### src/psr_cfg.svh
`ifndef PSR_CFG_SVH
`define PSR_CFG_SVH

// ----------------------------------------------------------------
// Register indices (byte address = 4 x index)
// ----------------------------------------------------------------
`define PSR_IDX_STATUS 8'h01
`define PSR_IDX_ID_HIGH 8'h02
`define PSR_IDX_PARTNER 8'h05
`define PSR_IDX_EXT_CTRL 8'h10
`define PSR_IDX_DETAIL 8'h11
`define PSR_IDX_TEN_OPS 8'h12
`define PSR_IDX_IRQ_STATUS 8'h20
`define PSR_IDX_IRQ_MASK 8'h21

// ----------------------------------------------------------------
// Field positions
// ----------------------------------------------------------------
`define PSR_ST_AN_CPLT 5
`define PSR_ST_RFAULT 4
`define PSR_ST_AN_ABLE 3
`define PSR_ST_LINK 2
`define PSR_ST_JABBER 1
`define PSR_ST_EXT_CAP 0
`define PSR_DT_JABBER 2
`define PSR_DT_RFAULT 1
`define PSR_DT_LINK 0
`define PSR_PA_RFAULT 13
`define PSR_EC_OVERRIDE 15
`define PSR_TO_JAB_EN 5
`define PSR_IRQ_AN_CPLT 0
`define PSR_IRQ_RFAULT 1
`define PSR_IRQ_LINK_DROP 2
`define PSR_IRQ_JABBER 3

// ----------------------------------------------------------------
// Reset values and bus answers
// ----------------------------------------------------------------
`define PSR_RST_JAB_EN 1'h1
`define PSR_RST_OVERRIDE 1'h0
`define PSR_RST_IRQ_MASK 4'h0
`define PSR_RESP_OKAY 2'h0
`define PSR_RESP_SLVERR 2'h2

`endif

### src/psr_pkg.sv
package psr_pkg;
    // Bus slave: take a request, then answer it
    typedef enum logic {
        PSR_BUS_IDLE,
        PSR_BUS_ACK
    } psr_bus_st_t;

    // Link monitor state
    typedef enum logic {
        PSR_LINK_DOWN,
        PSR_LINK_UP
    } psr_link_st_t;
endpackage

### src/psr_regs.sv
`timescale 1ns/1ps
`include "psr_cfg.svh"

// Function
// - AN complete held zero while AN disabled
// - AN complete set when negotiation finishes
// - AN complete latches; restart does not clear
// - Link code word remote fault sets status
// - One remote fault bit, cleared reading 1/17
// - Partner copy refreshed on each code word
// - AN ability bit reads one
// - Link status latches low, mirrored at 17.0
// - Link monitor decides validity from receivers
// - Jabber enable zero forces jabber bit zero
// - Jabber enable one sets on jabber condition
// - Jabber latches high, cleared reading 1/17
// - Extended capability bit always reads one
// - Identifier holds OUI, model, revision parts
// - Identifier readable; writes need override bit
// - Identifier high holds OUI bits 3 to 18
// - Status register sits at address 0x01
// - Override clear discards writes to such bits

module psr_regs #(
    // Reset value of the identifier high word; value is arbitrary
    parameter logic [15:0] ID_HIGH_RST = 16'h1234,
    parameter int ADDR_W = 8
) (
    input wire logic clk_i,
    input wire logic resetn_i,
    input wire logic [ADDR_W-1:0] avs_address_i,
    input wire logic avs_read_i,
    input wire logic avs_write_i,
    input wire logic [31:0] avs_writedata_i,
    input wire logic [3:0] avs_byteenable_i,
    output logic [31:0] avs_readdata_o,
    output logic avs_waitrequest_o,
    output logic [1:0] avs_response_o,
    output logic irq_o,
    input wire logic an_enable_i,
    input wire logic an_done_i,
    input wire logic lcw_valid_i,
    input wire logic lcw_rfault_i,
    input wire logic speed100_i,
    input wire logic rx10_link_i,
    input wire logic rx100_link_i,
    input wire logic link_err_i,
    input wire logic jabber_i,
    output logic jabber_en_o,
    output logic override_en_o
);
    import psr_pkg::*;

    // ------------------------------------------------------------
    // Helpers
    // ------------------------------------------------------------

    // Byte-enable merge into a 16-bit register
    function automatic logic [15:0] be_merge(
        input logic [15:0] old_v,
        input logic [15:0] new_v,
        input logic [1:0] be
    );
        return {be[1] ? new_v[15:8] : old_v[15:8],
                be[0] ? new_v[7:0] : old_v[7:0]};
    endfunction

    // Latching-high update: set wins over a read clear
    function automatic logic latch_high(
        input logic cur,
        input logic cond,
        input logic clr
    );
        return cond | (cur & ~clr);
    endfunction

    // ------------------------------------------------------------
    // State
    // ------------------------------------------------------------
    psr_bus_st_t bus_st_r;
    psr_link_st_t link_st_r;
    logic [31:0] rdata_r;
    logic [31:0] rdata_nxt;
    logic [1:0] resp_r;
    logic [1:0] resp_nxt;
    logic irq_r;
    logic an_cplt_r;
    logic rfault_r;
    logic partner_rf_r;
    logic link_r;
    logic jabber_r;
    logic jab_en_r;
    logic override_r;
    logic [15:0] id_high_r;
    logic [3:0] irq_stat_r;
    logic [3:0] irq_mask_r;
    logic an_cplt_d_r;
    logic link_live_d_r;
    logic [ADDR_W-1:0] word_idx;
    logic take;
    logic wr_take;
    logic rd_take;
    logic rd_status;
    logic rd_detail;
    logic rd_irq;
    logic st_clr;
    logic link_live;
    logic rx_link;
    logic [3:0] irq_evt;

    // ------------------------------------------------------------
    // Avalon-MM slave sequencing
    // ------------------------------------------------------------

    // Word index; low two address bits are dropped
    assign word_idx = avs_address_i >> 2;

    // A request is taken only in idle, so it is never taken twice
    assign take = (bus_st_r == PSR_BUS_IDLE) &&
                  (avs_read_i || avs_write_i);
    assign wr_take = take && avs_write_i;
    assign rd_take = take && avs_read_i && !avs_write_i;

    // Read side effects act at the taking edge
    assign rd_status = rd_take && (word_idx == `PSR_IDX_STATUS);
    assign rd_detail = rd_take && (word_idx == `PSR_IDX_DETAIL);
    assign rd_irq = rd_take && (word_idx == `PSR_IDX_IRQ_STATUS);
    assign st_clr = rd_status || rd_detail;

    // Idle takes; ack answers for one cycle
    always_ff @(posedge clk_i or negedge resetn_i) begin
        if (!resetn_i) begin
            bus_st_r <= PSR_BUS_IDLE;
        end else begin
            case (bus_st_r)
                PSR_BUS_IDLE: begin
                    if (take) begin
                        bus_st_r <= PSR_BUS_ACK;
                    end
                end
                PSR_BUS_ACK: begin
                    bus_st_r <= PSR_BUS_IDLE;
                end
                default: begin
                    bus_st_r <= PSR_BUS_IDLE;
                end
            endcase
        end
    end

    // Read data mux and answer code; unmapped words give SLVERR
    always_comb begin
        rdata_nxt = 32'h0000_0000;
        resp_nxt = `PSR_RESP_OKAY;
        if (word_idx == `PSR_IDX_STATUS) begin
            rdata_nxt[`PSR_ST_AN_CPLT] = an_cplt_r;
            rdata_nxt[`PSR_ST_RFAULT] = rfault_r;
            rdata_nxt[`PSR_ST_AN_ABLE] = 1'b1;
            rdata_nxt[`PSR_ST_LINK] = link_r;
            rdata_nxt[`PSR_ST_JABBER] = jabber_r;
            rdata_nxt[`PSR_ST_EXT_CAP] = 1'b1;
        end else if (word_idx == `PSR_IDX_ID_HIGH) begin
            rdata_nxt[15:0] = id_high_r;
        end else if (word_idx == `PSR_IDX_PARTNER) begin
            rdata_nxt[`PSR_PA_RFAULT] = partner_rf_r;
        end else if (word_idx == `PSR_IDX_EXT_CTRL) begin
            rdata_nxt[`PSR_EC_OVERRIDE] = override_r;
        end else if (word_idx == `PSR_IDX_DETAIL) begin
            rdata_nxt[`PSR_DT_JABBER] = jabber_r;
            rdata_nxt[`PSR_DT_RFAULT] = rfault_r;
            rdata_nxt[`PSR_DT_LINK] = link_r;
        end else if (word_idx == `PSR_IDX_TEN_OPS) begin
            rdata_nxt[`PSR_TO_JAB_EN] = jab_en_r;
        end else if (word_idx == `PSR_IDX_IRQ_STATUS) begin
            rdata_nxt[3:0] = irq_stat_r;
        end else if (word_idx == `PSR_IDX_IRQ_MASK) begin
            rdata_nxt[3:0] = irq_mask_r;
        end else begin
            resp_nxt = `PSR_RESP_SLVERR;
        end
        if (!rd_take) begin
            rdata_nxt = 32'h0000_0000;
        end
    end

    // Answer registers; read data is the value before any clear
    always_ff @(posedge clk_i or negedge resetn_i) begin
        if (!resetn_i) begin
            rdata_r <= 32'h0000_0000;
            resp_r <= `PSR_RESP_OKAY;
        end else if (take) begin
            rdata_r <= rdata_nxt;
            resp_r <= resp_nxt;
        end
    end

    // ------------------------------------------------------------
    // Software controlled bits
    // ------------------------------------------------------------

    // Override and jabber enable are always writable
    always_ff @(posedge clk_i or negedge resetn_i) begin
        if (!resetn_i) begin
            override_r <= `PSR_RST_OVERRIDE;
            jab_en_r <= `PSR_RST_JAB_EN;
        end else if (wr_take) begin
            if ((word_idx == `PSR_IDX_EXT_CTRL) && avs_byteenable_i[1]) begin
                override_r <= avs_writedata_i[`PSR_EC_OVERRIDE];
            end
            if ((word_idx == `PSR_IDX_TEN_OPS) && avs_byteenable_i[0]) begin
                jab_en_r <= avs_writedata_i[`PSR_TO_JAB_EN];
            end
        end
    end

    // Identifier high word: writes land only with override set
    always_ff @(posedge clk_i or negedge resetn_i) begin
        if (!resetn_i) begin
            id_high_r <= ID_HIGH_RST;
        end else if (wr_take && (word_idx == `PSR_IDX_ID_HIGH) &&
                     override_r) begin
            id_high_r <= be_merge(id_high_r, avs_writedata_i[15:0],
                                  avs_byteenable_i[1:0]);
        end
    end

    // Interrupt mask, byte lane 0 only
    always_ff @(posedge clk_i or negedge resetn_i) begin
        if (!resetn_i) begin
            irq_mask_r <= `PSR_RST_IRQ_MASK;
        end else if (wr_take && (word_idx == `PSR_IDX_IRQ_MASK) &&
                     avs_byteenable_i[0]) begin
            irq_mask_r <= avs_writedata_i[3:0];
        end
    end

    // ------------------------------------------------------------
    // Link monitor
    // ------------------------------------------------------------

    // Observe the receiver of the active speed
    assign rx_link = speed100_i ? rx100_link_i : rx10_link_i;

    // Coming up needs negotiation done if enabled; staying up
    // needs only a clean receiver, so a restart keeps the link.
    always_ff @(posedge clk_i or negedge resetn_i) begin
        if (!resetn_i) begin
            link_st_r <= PSR_LINK_DOWN;
        end else begin
            case (link_st_r)
                PSR_LINK_DOWN: begin
                    if (rx_link && !link_err_i &&
                        (!an_enable_i || an_done_i)) begin
                        link_st_r <= PSR_LINK_UP;
                    end
                end
                PSR_LINK_UP: begin
                    if (!rx_link || link_err_i) begin
                        link_st_r <= PSR_LINK_DOWN;
                    end
                end
                default: begin
                    link_st_r <= PSR_LINK_DOWN;
                end
            endcase
        end
    end

    assign link_live = (link_st_r == PSR_LINK_UP);

    // ------------------------------------------------------------
    // Latched status bits
    // ------------------------------------------------------------

    // Negotiation complete: zero while disabled, latches high;
    // only a read releases it, never a restart
    always_ff @(posedge clk_i or negedge resetn_i) begin
        if (!resetn_i) begin
            an_cplt_r <= 1'b0;
        end else if (!an_enable_i) begin
            an_cplt_r <= 1'b0;
        end else begin
            an_cplt_r <= latch_high(an_cplt_r, an_done_i,
                                    st_clr);
        end
    end

    // Remote fault: one internal bit behind both status words
    always_ff @(posedge clk_i or negedge resetn_i) begin
        if (!resetn_i) begin
            rfault_r <= 1'b0;
        end else begin
            rfault_r <= latch_high(rfault_r,
                                   lcw_valid_i && lcw_rfault_i,
                                   st_clr);
        end
    end

    // Partner copy follows each code word, no latching
    always_ff @(posedge clk_i or negedge resetn_i) begin
        if (!resetn_i) begin
            partner_rf_r <= 1'b0;
        end else if (lcw_valid_i) begin
            partner_rf_r <= lcw_rfault_i;
        end
    end

    // Link status latches low; a read releases it
    always_ff @(posedge clk_i or negedge resetn_i) begin
        if (!resetn_i) begin
            link_r <= 1'b0;
        end else begin
            link_r <= link_live & (link_r | st_clr);
        end
    end

    // Jabber: forced low when detection is off, else latches high
    always_ff @(posedge clk_i or negedge resetn_i) begin
        if (!resetn_i) begin
            jabber_r <= 1'b0;
        end else if (!jab_en_r) begin
            jabber_r <= 1'b0;
        end else begin
            jabber_r <= latch_high(jabber_r, jabber_i,
                                   st_clr);
        end
    end

    // ------------------------------------------------------------
    // Interrupts
    // ------------------------------------------------------------

    // Edge history for the event detectors
    always_ff @(posedge clk_i or negedge resetn_i) begin
        if (!resetn_i) begin
            an_cplt_d_r <= 1'b0;
            link_live_d_r <= 1'b0;
        end else begin
            an_cplt_d_r <= an_done_i && an_enable_i;
            link_live_d_r <= link_live;
        end
    end

    // Events: negotiation done, fault reported, link lost, jabber
    always_comb begin
        irq_evt = 4'h0;
        irq_evt[`PSR_IRQ_AN_CPLT] = an_done_i && an_enable_i &&
                                    !an_cplt_d_r;
        irq_evt[`PSR_IRQ_RFAULT] = lcw_valid_i && lcw_rfault_i;
        irq_evt[`PSR_IRQ_LINK_DROP] = link_live_d_r && !link_live;
        irq_evt[`PSR_IRQ_JABBER] = jab_en_r && jabber_i;
    end

    // Sticky status cleared by its own read; a new event wins
    always_ff @(posedge clk_i or negedge resetn_i) begin
        if (!resetn_i) begin
            irq_stat_r <= 4'h0;
        end else if (rd_irq) begin
            irq_stat_r <= irq_evt;
        end else begin
            irq_stat_r <= irq_stat_r | irq_evt;
        end
    end

    // Registered level interrupt, so it lags status by one cycle
    always_ff @(posedge clk_i or negedge resetn_i) begin
        if (!resetn_i) begin
            irq_r <= 1'b0;
        end else begin
            irq_r <= |(irq_stat_r & irq_mask_r);
        end
    end

    // ------------------------------------------------------------
    // Outputs
    // ------------------------------------------------------------
    assign avs_readdata_o = rdata_r;
    assign avs_waitrequest_o = (bus_st_r != PSR_BUS_ACK);
    assign avs_response_o = resp_r;
    assign irq_o = irq_r;
    assign jabber_en_o = jab_en_r;
    assign override_en_o = override_r;

endmodule

### config.mk
export PLATFORM = sky130hd
export DESIGN_NAME = psr_regs
export DESIGN_NICKNAME = d
export VERILOG_FILES = /design/src/psr_pkg.sv /design/src/psr_regs.sv
export VERILOG_INCLUDE_DIRS = /design/src
export SDC_FILE = /design/constraint.sdc
export NUM_CORES = 1
export LEC_CHECK = 0
export BUFFER_PORTS_ARGS = -buffer_cell sky130_fd_sc_hd__buf_4
export CAP_MARGIN = 30
export CORE_AREA = 5 5 91 93
export DETAILED_ROUTE_END_ITERATION = 8
export DIE_AREA = 0 0 96 98
export PLACE_DENSITY_LB_ADDON = 0.08
export SLEW_MARGIN = 10
export SYNTH_ARGS = -nofsm -noshare
export SYNTH_HDL_FRONTEND = slang
export SYNTH_SLANG_ARGS = --single-unit
### constraint.sdc
create_clock -name clk_i -period 3.5 [get_ports clk_i]
set_input_delay 0.35 -clock clk_i [delete_from_list [all_inputs] [get_ports clk_i]]
set_output_delay 0.35 -clock clk_i [all_outputs]
set_load 0.005 [all_outputs]
# After elaboration in Yosys (flattened, before gate mapping)

Index checks and enable logic that the tools add are counted.

Register bits: 70
Logic and storage cells: 115

Equality and inequality tests: 8
Bitwise operators: 13
Reduce and logical (&&, ||, !) cells: 35
Multiplexer cells: 41

Operator list:

| kind                                                                   | number |
|---|---|
| 4-bit two-way mux                                                      | 7 |
| 1-bit logical AND                                                      | 20 |
| 1-bit two-way mux                                                      | 19 |
| 6-bit by 5-bit equality test with 1-bit output (second input constant) | 3 |
| 16-bit two-way mux                                                     | 1 |
| 2-bit two-way mux                                                      | 8 |
| 6-bit equality test (second input constant)                            | 2 |
| 10-bit two-way mux                                                     | 1 |
| 2-bit AND reduction                                                    | 4 |
| 7-bit two-way mux                                                      | 1 |
| 6-bit by 1-bit equality test with 1-bit output (second input constant) | 1 |
| 6-bit by 2-bit equality test with 1-bit output (second input constant) | 1 |
| 6-bit by 3-bit equality test with 1-bit output (second input constant) | 1 |
| 1-bit logical NOT                                                      | 6 |
| 6-bit two-way mux                                                      | 1 |
| 1-bit bitwise AND                                                      | 4 |
| 4-bit bitwise AND                                                      | 1 |
| 1-bit logical OR                                                       | 4 |
| 1-bit OR                                                               | 4 |
| 4-bit OR                                                               | 1 |
| 1-bit one-hot mux with 2 select lines                                  | 2 |
| 4-bit OR reduction                                                     | 1 |
| 3-bit two-way mux                                                      | 1 |
| 1-bit inverter                                                         | 3 |

# Longest topological paths before layout

Gate-level depths: netlist (run 1).

Depth in word-level cells: 10
Depth in mapped cells: 6
Mapped depth without buffers: 4

# Worst setup path before layout (run 1)

Ideal clock, no wire load.

Kind: input to register
Start: input port avs_address_i[7]
End: register id_high_r[0]
Arrival: 1.716 ns
Buffers on the path: 2
Path slack: 1.660 ns
Data required time: 3.375 ns
Stages: 6
Path through: buf_2 or3_1 buf_2 nor3_4 nand4_4 mux2_2

Longest elaborated chain between the ends: 4

RTL lines:

| element                                                         | line            | source |
|---|---|---|
| start: declaration                                              | psr_regs.sv:31  | `input wire logic [ADDR_W-1:0] avs_address_i,` |
| 6-bit by 2-bit equality test with 1-bit output (no source line) | --              |  |
| 1-bit logical AND (2 in series)                                 | psr_regs.sv:220 | `` end else if (wr_take && (word_idx == `PSR_IDX_ID_HIGH) && `` |
| 2-bit AND reduction (no source line)                            | --              |  |
| end signal: assignment                                          | psr_regs.sv:222 | `id_high_r <= be_merge(id_high_r, avs_writedata_i[15:0],` |
| end: declaration                                                | psr_regs.sv:94  | `logic [15:0] id_high_r;` |

Every way passes these cells.
A chain may end at the register's enable or synchronous reset.

# Worst setup path after layout (run 1)

Start: register bus_st_r
End: register rfault_r

Longest elaborated chain between the ends: 9
Elaborated cells between the ends (all ways): 10
Classes of those cells: 4 x bitwise; 6 x reduce/logical

RTL lines:

| element                                     | line                             | source |
|---|---|---|
| start: declaration                          | psr_regs.sv:80                   | `psr_bus_st_t bus_st_r;` |
| start signal: assignment                    | psr_regs.sv:133                  | `bus_st_r <= PSR_BUS_IDLE;` |
| start signal: assignment                    | psr_regs.sv:138                  | `bus_st_r <= PSR_BUS_ACK;` |
| start signal: assignment                    | psr_regs.sv:142                  | `bus_st_r <= PSR_BUS_IDLE;` |
| 1-bit inverter (*)                          | psr_regs.sv:119                  | `assign take = (bus_st_r == PSR_BUS_IDLE) &&` |
| 1-bit logical AND (*)                       | psr_regs.sv:119                  |  |
| 1-bit logical AND (*) (2 in series)         | psr_regs.sv:122                  | `assign rd_take = take && avs_read_i && !avs_write_i;` |
| 1-bit logical AND, on equally long branches | psr_regs.sv:125, psr_regs.sv:126 |  |
| 1-bit logical OR (*)                        | psr_regs.sv:128                  | `assign st_clr = rd_status \|\| rd_detail;` |
| 1-bit inverter (*)                          | psr_regs.sv:74                   | `return cond \| (cur & ~clr);` |
| 1-bit bitwise AND (*)                       | psr_regs.sv:74                   |  |
| 1-bit OR (*)                                | psr_regs.sv:74                   |  |
| end signal: assignment                      | psr_regs.sv:293                  | `rfault_r <= latch_high(rfault_r,` |
| end: declaration                            | psr_regs.sv:88                   | `logic rfault_r;` |

Mark *: on every way between the ends. The rest lies on a longest branch, timed or not.

==> flow_summary.json, run 1 <==
{
  "status": "completed",
  "routed_wl_mm": 6.10,
  "layout_setup_ws_ns": 1.61,
  "cp-start-kind": "register",
  "cts_sinks": 53,
  "layout.nets": 327,
  "slew_viol_final": 0,
  "cts-root-buf": "clkbuf_8",
  "fmax_mhz": 528,
  "tritoncts": "built",
  "cp.arrival_ns": 2.09,
  "pre_cts_ws_ns": 1.40,
  "finalSetupViolCount": 0,
  "synthArstFlopShare": 1.00,
  "netlist_area_um2": 2490,
  "drive_gt1_frac": 0.369,
  "fillers": 754,
  "cap_violations": 0,
  "irDropWorstVdd_mv": 0.165,
  "min_path_type": "primary input to async pin",
  "synthMuxAreaShare": 0.107,
  "crit_path_end_kind": "register",
  "fin_worst_skew_ns": 0.00632,
  "cts_buffer_depth": 2,
  "num_antenna_cells": 0,
  "vias_per_cell": 4.85,
  "mostFrequentLayoutCell": "buf_4",
  "wl_per_cell_um": 16.4,
  "grtUsageTotal": 0.133,
  "grtUsageMet2": 0.202,
  "p_per_area_nw_per_um2": 379,
  "yosysUniqueCellTypes": 46,
  "multi_input_comb_area_um2": 1030,
  "tightest_slew_ns": 0.812,
  "dieArea_um2": 9410,
  "grt_max_degree": 54,
  "syn_area_per_cell_um2": 11.7,
  "dpl.hpwl_mm": 4.46,
  "period_needed_ns": 1.89,
  "synth_xor_area_frac": 0.00351,
  "rows": 32,
  "synth_top_family_by_area": "simple AND/OR/NAND/NOR gates",
  "drc": 0,
  "final_hold_viol_count": 0,
  "die_w_um": 96,
  "synth-seq-area-share": 0.535,
  "grt.overflow.total": 0,
  "numCtsBuffers": 5,
  "regArea_um2": 1330,
  "p_leak_nw": 1.47,
  "synth_ff_type": "dfrtp_1",
  "core-area_um2": 7450,
  "synth-simple-area-share": 0.144,
  "insertion_delay_ns": 0.30,
  "grt_antenna_before_repair": 0,
  "rsz0062_at_grt": "false",
  "cpPeakStageDelay_ns": 0.67,
  "die-height_um": 98,
  "use_met1": 0.188,
  "hold_buffers": 0,
  "post_cts_buffers": 0,
  "crit_path_top_delay_cell": "nor3b_1",
  "setup_tns_ns": 0,
  "grt_pass1_vias": 1823,
  "synth_compound_area_frac": 0.134,
  "dr.pass1.iters": 4,
  "syn_to_final_growth_pct": 22.5,
  "final_cell_mix": "buf_4, dfrtp_1, mux2_2",
  "maxSlewHeadroom": 0.458,
  "synth_fa_ha_area_frac": 0,
  "initial_core_util": 0.335,
  "cp.required_ns": 3.69,
  "cp_max_fo": 6,
  "yosys_warnings": 0,
  "htree_levels": 2,
  "vias": 1808,
  "criticalPathCategory": "register to register",
  "gp_congestion": 0.783,
  "cts_resized": 0,
  "crit_chain": "nor3b_1 -> nand3_1 -> a22o_1",
  "portBuffers": 57,
  "clk_pin_slew_ns": 0.09,
  "timing.final.crit_share": 0.541,
  "ant_nets": 0,
  "ys_seq_elements": 53,
  "busiest_layer": "met2",
  "synth-edff-count": 0,
  "grt_pass1_wl_mm": 9.60,
  "netlist_instances": 213,
  "drt_iter0_drc": 91,
  "gr-usage-met3": 0.0308,
  "pin_count": 95
}
==> worst max-delay path, delay by kind of cell (launching register included) <==
kind            cells  cell delay [ns]
flops               1             0.41
simple gates        2             1.07
compound gates      1             0.31
==> final timing paths <==
path	slack, ns	end	depth (start not counted)	from
setup reg to reg	1.61	rfault_r$_DFF_PN0_	3	bus_st_r$_DFF_PN0_
min in group clk_i	0.19	link_live$_DFF_PN0_	2	link_err_i
hold reg to reg	0.41	link_live_d_r$_DFF_PN0_	0	link_live$_DFF_PN0_
max in group asynchronous	2.95	id_high_r[3]$_DFFE_PN0P_	1	resetn_i
hold / removal	0.07	avs_response_o[1]$_DFFE_PN0P_	1	resetn_i
setup / recovery	1.61	rfault_r$_DFF_PN0_	3	bus_st_r$_DFF_PN0_
==> report_power, final <==
group | total, W | internal [W] | switching [W] | leakage (nW)
clock network | 0.000355 | 0.000162 | 0.000193 | 0.0455
logic | 0.000148 | 0.0000685 | 0.0000794 | 0.752
registers | 0.000656 | 0.000638 | 0.0000185 | 0.676
total | 0.00116 | 0.000868 | 0.000291 | 1.47
==> synthesized netlist by cell type (2+ instances only) <==
library cell | count | area share
mux2i_1 | 2 | 0.0080
nor2_1 | 4 | 0.0060
buf_2 | 2 | 0.0040
nor3_1 | 3 | 0.0060
dfstp_2 | 6 | 0.063
nor3b_1 | 2 | 0.0060
a32oi_1 | 2 | 0.0070
nand2_1 | 18 | 0.027
dfrtp_1 | 47 | 0.47
and3_1 | 3 | 0.0075
nand4_4 | 2 | 0.017
nor2b_1 | 5 | 0.013
or3_1 | 2 | 0.0050
clkbuf_1 | 6 | 0.0090
o21ai_0 | 8 | 0.016
nand3_1 | 3 | 0.0060
a21boi_0 | 2 | 0.0060
or3b_2 | 2 | 0.0070
mux2_2 | 22 | 0.099
a22oi_1 | 3 | 0.0090
a22o_1 | 12 | 0.042
buf_4 | 17 | 0.051
inv_1 | 7 | 0.011
a21oi_1 | 7 | 0.014
a31oi_1 | 3 | 0.0075
o31ai_1 | 3 | 0.0090
==> logic make-up (layout without fill, tap and decap cells) <==
logic type / after synthesis / in the layout
other cells: 1 / 17
compound gates: 47 / 47
buf+inv: 32 / 74
xor+xnor: 1 / 1
simple gates: 55 / 55
flops: 53 / 53
mux: 24 / 24
==> area by class of cell <==
type / count / area share
sequential: 53 / 0.437
multi-input combinational: 144 / 0.339
timing repair buffer: 59 / 0.145
tap: 102 / 0.0418
clock buffer: 8 / 0.0295
inverter: 7 / 0.00860
==> state kept, by name, indices dropped and copies added, names as in the netlist, 4 cells and up <==
| register | cells |
|---|---|
| avs_readdata_o | 16 |
| id_high_r | 16 |
| irq_mask_r | 4 |
| irq_stat_r | 4 |
==> metrics by stage <==
step / instance area (µm²) / power, W / instances / utilization / hold slack [ns]
after CTS: 3060 / 0.00118 / 373 / 0.410 / 0.108
after global placement: 2970 / 0.000818 / 365 / 0.398 / 0.390
after detailed placement: 2970 / 0.000818 / 365 / 0.398 / 0.395
after global routing: 3060 / 0.00123 / 373 / 0.410 / 0.125
final: 3060 / 0.00116 / 373 / 0.410 / 0.0746
after floorplan: 2550 / 0.000741 / 229 / - / 0.0544
==> routing by layer <==
layer | vias to the layer above | share of wire | wire [µm]
met2 | 56 | 0.47 | 2900
met1 | 885 | 0.46 | 2790
met3 | 8 | 0.056 | 343
li1 | 859 | - | -
met5 | - | 0 | 0
met4 | 0 | 0.012 | 71
No activity file was read; power rests on OpenSTA's default activity.
==> inputs of run 2 (changes only) <==
==> constraint.sdc (replaced) <==
create_clock -name clk_i -period 1.54 [get_ports clk_i]
set_input_delay 0.154 -clock clk_i [delete_from_list [all_inputs] [get_ports clk_i]]
set_output_delay 0.154 -clock clk_i [all_outputs]
set_load 0.005 [all_outputs]
==> flow_summary.json, run 2 (synthesis results as in run 1) <==
{
  "grt_max_degree": 24,
  "period_needed_ns": 1.45,
  "finalSetupViolCount": 0,
  "criticalPathCategory": "register to register",
  "grtUsageTotal": 0.141,
  "mostFrequentLayoutCell": "buf_4",
  "fin_worst_skew_ns": 0.00757,
  "p_leak_nw": 1.63,
  "num_antenna_cells": 0,
  "p_per_area_nw_per_um2": 866,
  "cap_violations": 0,
  "gp_congestion": 0.851,
  "numCtsBuffers": 5,
  "portBuffers": 57,
  "use_met1": 0.204,
  "final_cell_mix": "buf_4, dfrtp_1, mux2_2",
  "fin_cells": 399,
  "syn_to_final_growth_pct": 33.4,
  "grtUsageMet2": 0.213,
  "reg2reg_to": "override_en_o$_DFFE_PN0P_",
  "cts_buffer_depth": 2,
  "die-height_um": 98,
  "drive_gt1_frac": 0.428,
  "core-area_um2": 7450,
  "clk_pin_slew_ns": 0.10,
  "dpl.hpwl_mm": 4.99,
  "drc": 0,
  "grt_pass1_vias": 1993,
  "hp-start": "avs_writedata_i[3]",
  "cp-start-kind": "register",
  "cts-root-buf": "clkbuf_8",
  "rsz0062_at_grt": "false",
  "grt_antenna_before_repair": 0,
  "cp_max_fo": 4,
  "rows": 32,
  "vias_per_cell": 4.77,
  "dr.pass1.iters": 4,
  "cp.arrival_ns": 1.65,
  "dp.cells": 389,
  "dieArea_um2": 9410,
  "vias": 1902,
  "drt_iter0_drc": 87,
  "timing.final.crit_share": 0.939,
  "place_area_um2": 3180,
  "htree_levels": 2,
  "r2r_slack_ns": 0.09,
  "gr-usage-met3": 0.0324,
  "final_cell_area_um2": 3330,
  "die_w_um": 96,
  "tritoncts": "built",
  "final_util": 0.447,
  "hold_depth": 3,
  "wl_per_cell_um": 15.7,
  "r2r_start": "bus_st_r$_DFF_PN0_",
  "initial_core_util": 0.335,
  "setup_tns_ns": 0,
  "fillers": 745,
  "r2r_cells": 4,
  "irDropWorstVdd_mv": 0.382,
  "fmax_mhz": 692,
  "layout.nets": 353,
  "min_path_type": "primary input to register",
  "pin_count": 95,
  "grt_pass1_wl_mm": 10.3,
  "insertion_delay_ns": 0.31,
  "final_hold_viol_count": 0,
  "hold-path-endpoint": "irq_mask_r[3]$_DFFE_PN0P_",
  "routed_wl_mm": 6.28,
  "cts_sinks": 53,
  "status": "completed",
  "cp.required_ns": 1.74,
  "power.total_w": 0.00288,
  "ant_nets": 0,
  "grt.overflow.total": 0,
  "slew_viol_final": 0,
  "busiest_layer": "met2",
  "crit_path_end_kind": "register"
}
## run 2: routing by layer
metal	up-vias	wire, µm
li1	908	-
met1	940	3040
met2	49	2800
met3	5	364
met4	0	72
met5	-	0
## run 2: layout make-up
class	count	area [µm²]	share of cell area
multi-input combinational	144	1060	0.319
sequential	53	1330	0.401
inverter	7	26.3	0.00789
clock inverter	2	37.5	0.0113
timing repair buffer	85	659	0.198
tap	102	128	0.0383
clock buffer	6	82.6	0.0248
## run 2: metrics by stage
step | worst slack, ns | hold WS (ns)
2_1_floorplan | -0.0464 | -0.142
3_3_place_gp | -0.118 | 0.0523
3_5_place_dp | -0.142 | 0.0507
4_1_cts | 0.00260 | 0.0493
5_1_grt | 0.0145 | 0.0670
6_report | 0.0946 | 0.0557
## run 2: critical path, cell delays in order (launching register included)
cell and delay [ns]:
dfrtp_1 0.42, nor2b_2 0.18, and3_1 0.20, and4b_1 0.21, mux2_2 0.33
## run 2: what timing repair did
item / 4_1_cts / 5_1_grt
setup endpoints to repair: 8 / 9
buffers inserted: 0 / 0
endpoints found under the hold margin: 36 / 0
hold buffers: 2 / 0
resized for setup: 1 / 1
pin swaps: 0 / 1
## run 2: worst max-delay path by stage
stage,start,end,depth (start not counted)
2_1_floorplan,avs_address_i[7],id_high_r[0]$_DFFE_PN0P_,6
3_3_place_gp,avs_address_i[4],id_high_r[0]$_DFFE_PN0P_,5
3_5_place_dp,avs_address_i[4],id_high_r[0]$_DFFE_PN0P_,5
4_1_cts,bus_st_r$_DFF_PN0_,avs_readdata_o[7]$_DFFE_PN0P_,4
5_1_grt,bus_st_r$_DFF_PN0_,id_high_r[0]$_DFFE_PN0P_,4
6_report,bus_st_r$_DFF_PN0_,override_en_o$_DFFE_PN0P_,4
## run 2: where the power goes
group	switching (W)	internal, W	total (W)
registers	0.0000414	0.00145	0.00149
logic	0.000192	0.000203	0.000394
clock network	0.000468	0.000529	0.000997
==> inputs of run 3 (changes only) <==
==> constraint.sdc (replaced) <==
create_clock -name clk_i -period 1.54 [get_ports clk_i]
set_input_delay 0.154 -clock clk_i [delete_from_list [all_inputs] [get_ports clk_i]]
set_output_delay 0.154 -clock clk_i [all_outputs]
set_load 0.05 [all_outputs]
==> flow_summary.json, run 3 (synthesis results as in run 1) <==
{
  "grt_pass1_wl_mm": 9.86,
  "gp_congestion": 0.856,
  "num_antenna_cells": 0,
  "clk_pin_slew_ns": 0.10,
  "vias": 1874,
  "period_needed_ns": 1.48,
  "status": "completed",
  "grt_max_degree": 54,
  "initial_core_util": 0.335,
  "cts_buffer_depth": 2,
  "cap_violations": 0,
  "timing.final.crit_share": 0.964,
  "die-height_um": 98,
  "criticalPathCategory": "register to register",
  "htree_levels": 2,
  "insertion_delay_ns": 0.31,
  "p_per_area_nw_per_um2": 903,
  "rsz0062_at_grt": "false",
  "cp_max_fo": 6,
  "drc": 0,
  "portBuffers": 57,
  "dr.pass1.iters": 4,
  "routed_wl_mm": 6.34,
  "dpl.hpwl_mm": 4.87,
  "dp.cells": 385,
  "layout.nets": 349,
  "grt_pass1_vias": 1899,
  "grt_antenna_before_repair": 0,
  "cts_sinks": 53,
  "irDropWorstVdd_mv": 0.494,
  "rows": 32,
  "finalSetupViolCount": 0,
  "cp-start-kind": "register",
  "dieArea_um2": 9410,
  "slew_viol_final": 0,
  "numCtsBuffers": 5,
  "fin_cells": 395,
  "fin_hold_ws_ns": 0.0634,
  "maxSlewHeadroom": 0.554,
  "die_w_um": 96,
  "fmax_mhz": 674,
  "grtUsageTotal": 0.136,
  "drive_gt1_frac": 0.437,
  "fillers": 755,
  "fin_worst_skew_ns": 0.0149,
  "cp.required_ns": 1.73,
  "tritoncts": "built",
  "final_cell_mix": "buf_4, dfrtp_1, mux2_2",
  "ant_nets": 0,
  "min_path_type": "primary input to register",
  "syn_to_final_growth_pct": 32.4,
  "mostFrequentLayoutCell": "buf_4",
  "pin_count": 95,
  "multi_input_comb_area_um2": 1090,
  "regArea_um2": 1330,
  "final_hold_viol_count": 0,
  "post_cts_buffers": 0,
  "setup_tns_ns": 0,
  "core-area_um2": 7450,
  "wl_per_cell_um": 16.0,
  "cts-root-buf": "clkbuf_8",
  "tightest_slew_ns": 0.669,
  "drt_iter0_drc": 86,
  "grt.overflow.total": 0,
  "vias_per_cell": 4.74,
  "crit_path_end_kind": "register",
  "p_leak_nw": 1.61,
  "cp.arrival_ns": 1.68
}
-- run 3: worst paths after layout --
kind	cells after the start	slack, ns	end	startpoint
max	5	0.06	avs_readdata_o[5]$_DFFE_PN0P_	bus_st_r$_DFF_PN0_
min	3	0.06	irq_mask_r[3]$_DFFE_PN0P_	avs_writedata_i[3]
max reg2reg	5	0.06	avs_readdata_o[5]$_DFFE_PN0P_	bus_st_r$_DFF_PN0_
min reg2reg	0	0.42	link_live_d_r$_DFF_PN0_	link_live$_DFF_PN0_
max in group asynchronous	2	0.66	id_high_r[8]$_DFFE_PN0P_	resetn_i
min in group asynchronous	2	0.41	avs_readdata_o[3]$_DFFE_PN0P_	resetn_i
-- run 3: worst max-delay path: stages (launching register included) --
cell,delay (ns)
dfrtp_1,0.42
buf_4,0.16
nor3b_2,0.17
buf_4,0.18
nand2_1,0.13
o41ai_2,0.31
-- run 3: per-layer routing --
metal  wire (µm)  GRT usage  up-vias
met5           0          0        -
met4          83     0.0427        0
met3         285     0.0277        6
met2        2930      0.201       48
met1        3040      0.200      925
li1            -          -      895
-- run 3: per-stage QoR --
step	area (µm²)	setup slack (ns)	utilization	total power (W)
floorplan	2610	-0.0615	-	0.00187
global placement	3150	-0.135	0.423	0.00208
detailed placement	3150	-0.137	0.423	0.00208
CTS	3280	0.00160	0.441	0.00303
global route	3300	0.00320	0.444	0.00312
finish	3300	0.0560	0.444	0.00298
-- run 3: cell type report --
class	count	share of cell area
clock buffers	6	0.0220
inverters	7	0.00909
multi-input cells	144	0.329
well taps	102	0.0386
repair buffers	81	0.187
clock inverters	2	0.0106
flip-flops and latches	53	0.404
-- run 3: what timing repair did --
item                                    4_1_cts  5_1_grt
endpoints found under the hold margin        48        0
pin swaps                                     0        1
endpoints found under the setup margin        3       18
resized for setup                             1        4
hold buffers                                  2        0
-- run 3: power breakdown --
group | internal, W | total [W] | switching, W
Clock | 0.000483 | 0.000924 | 0.000441
Sequential | 0.00145 | 0.00149 | 0.0000452
Combinational | 0.000199 | 0.000566 | 0.000367
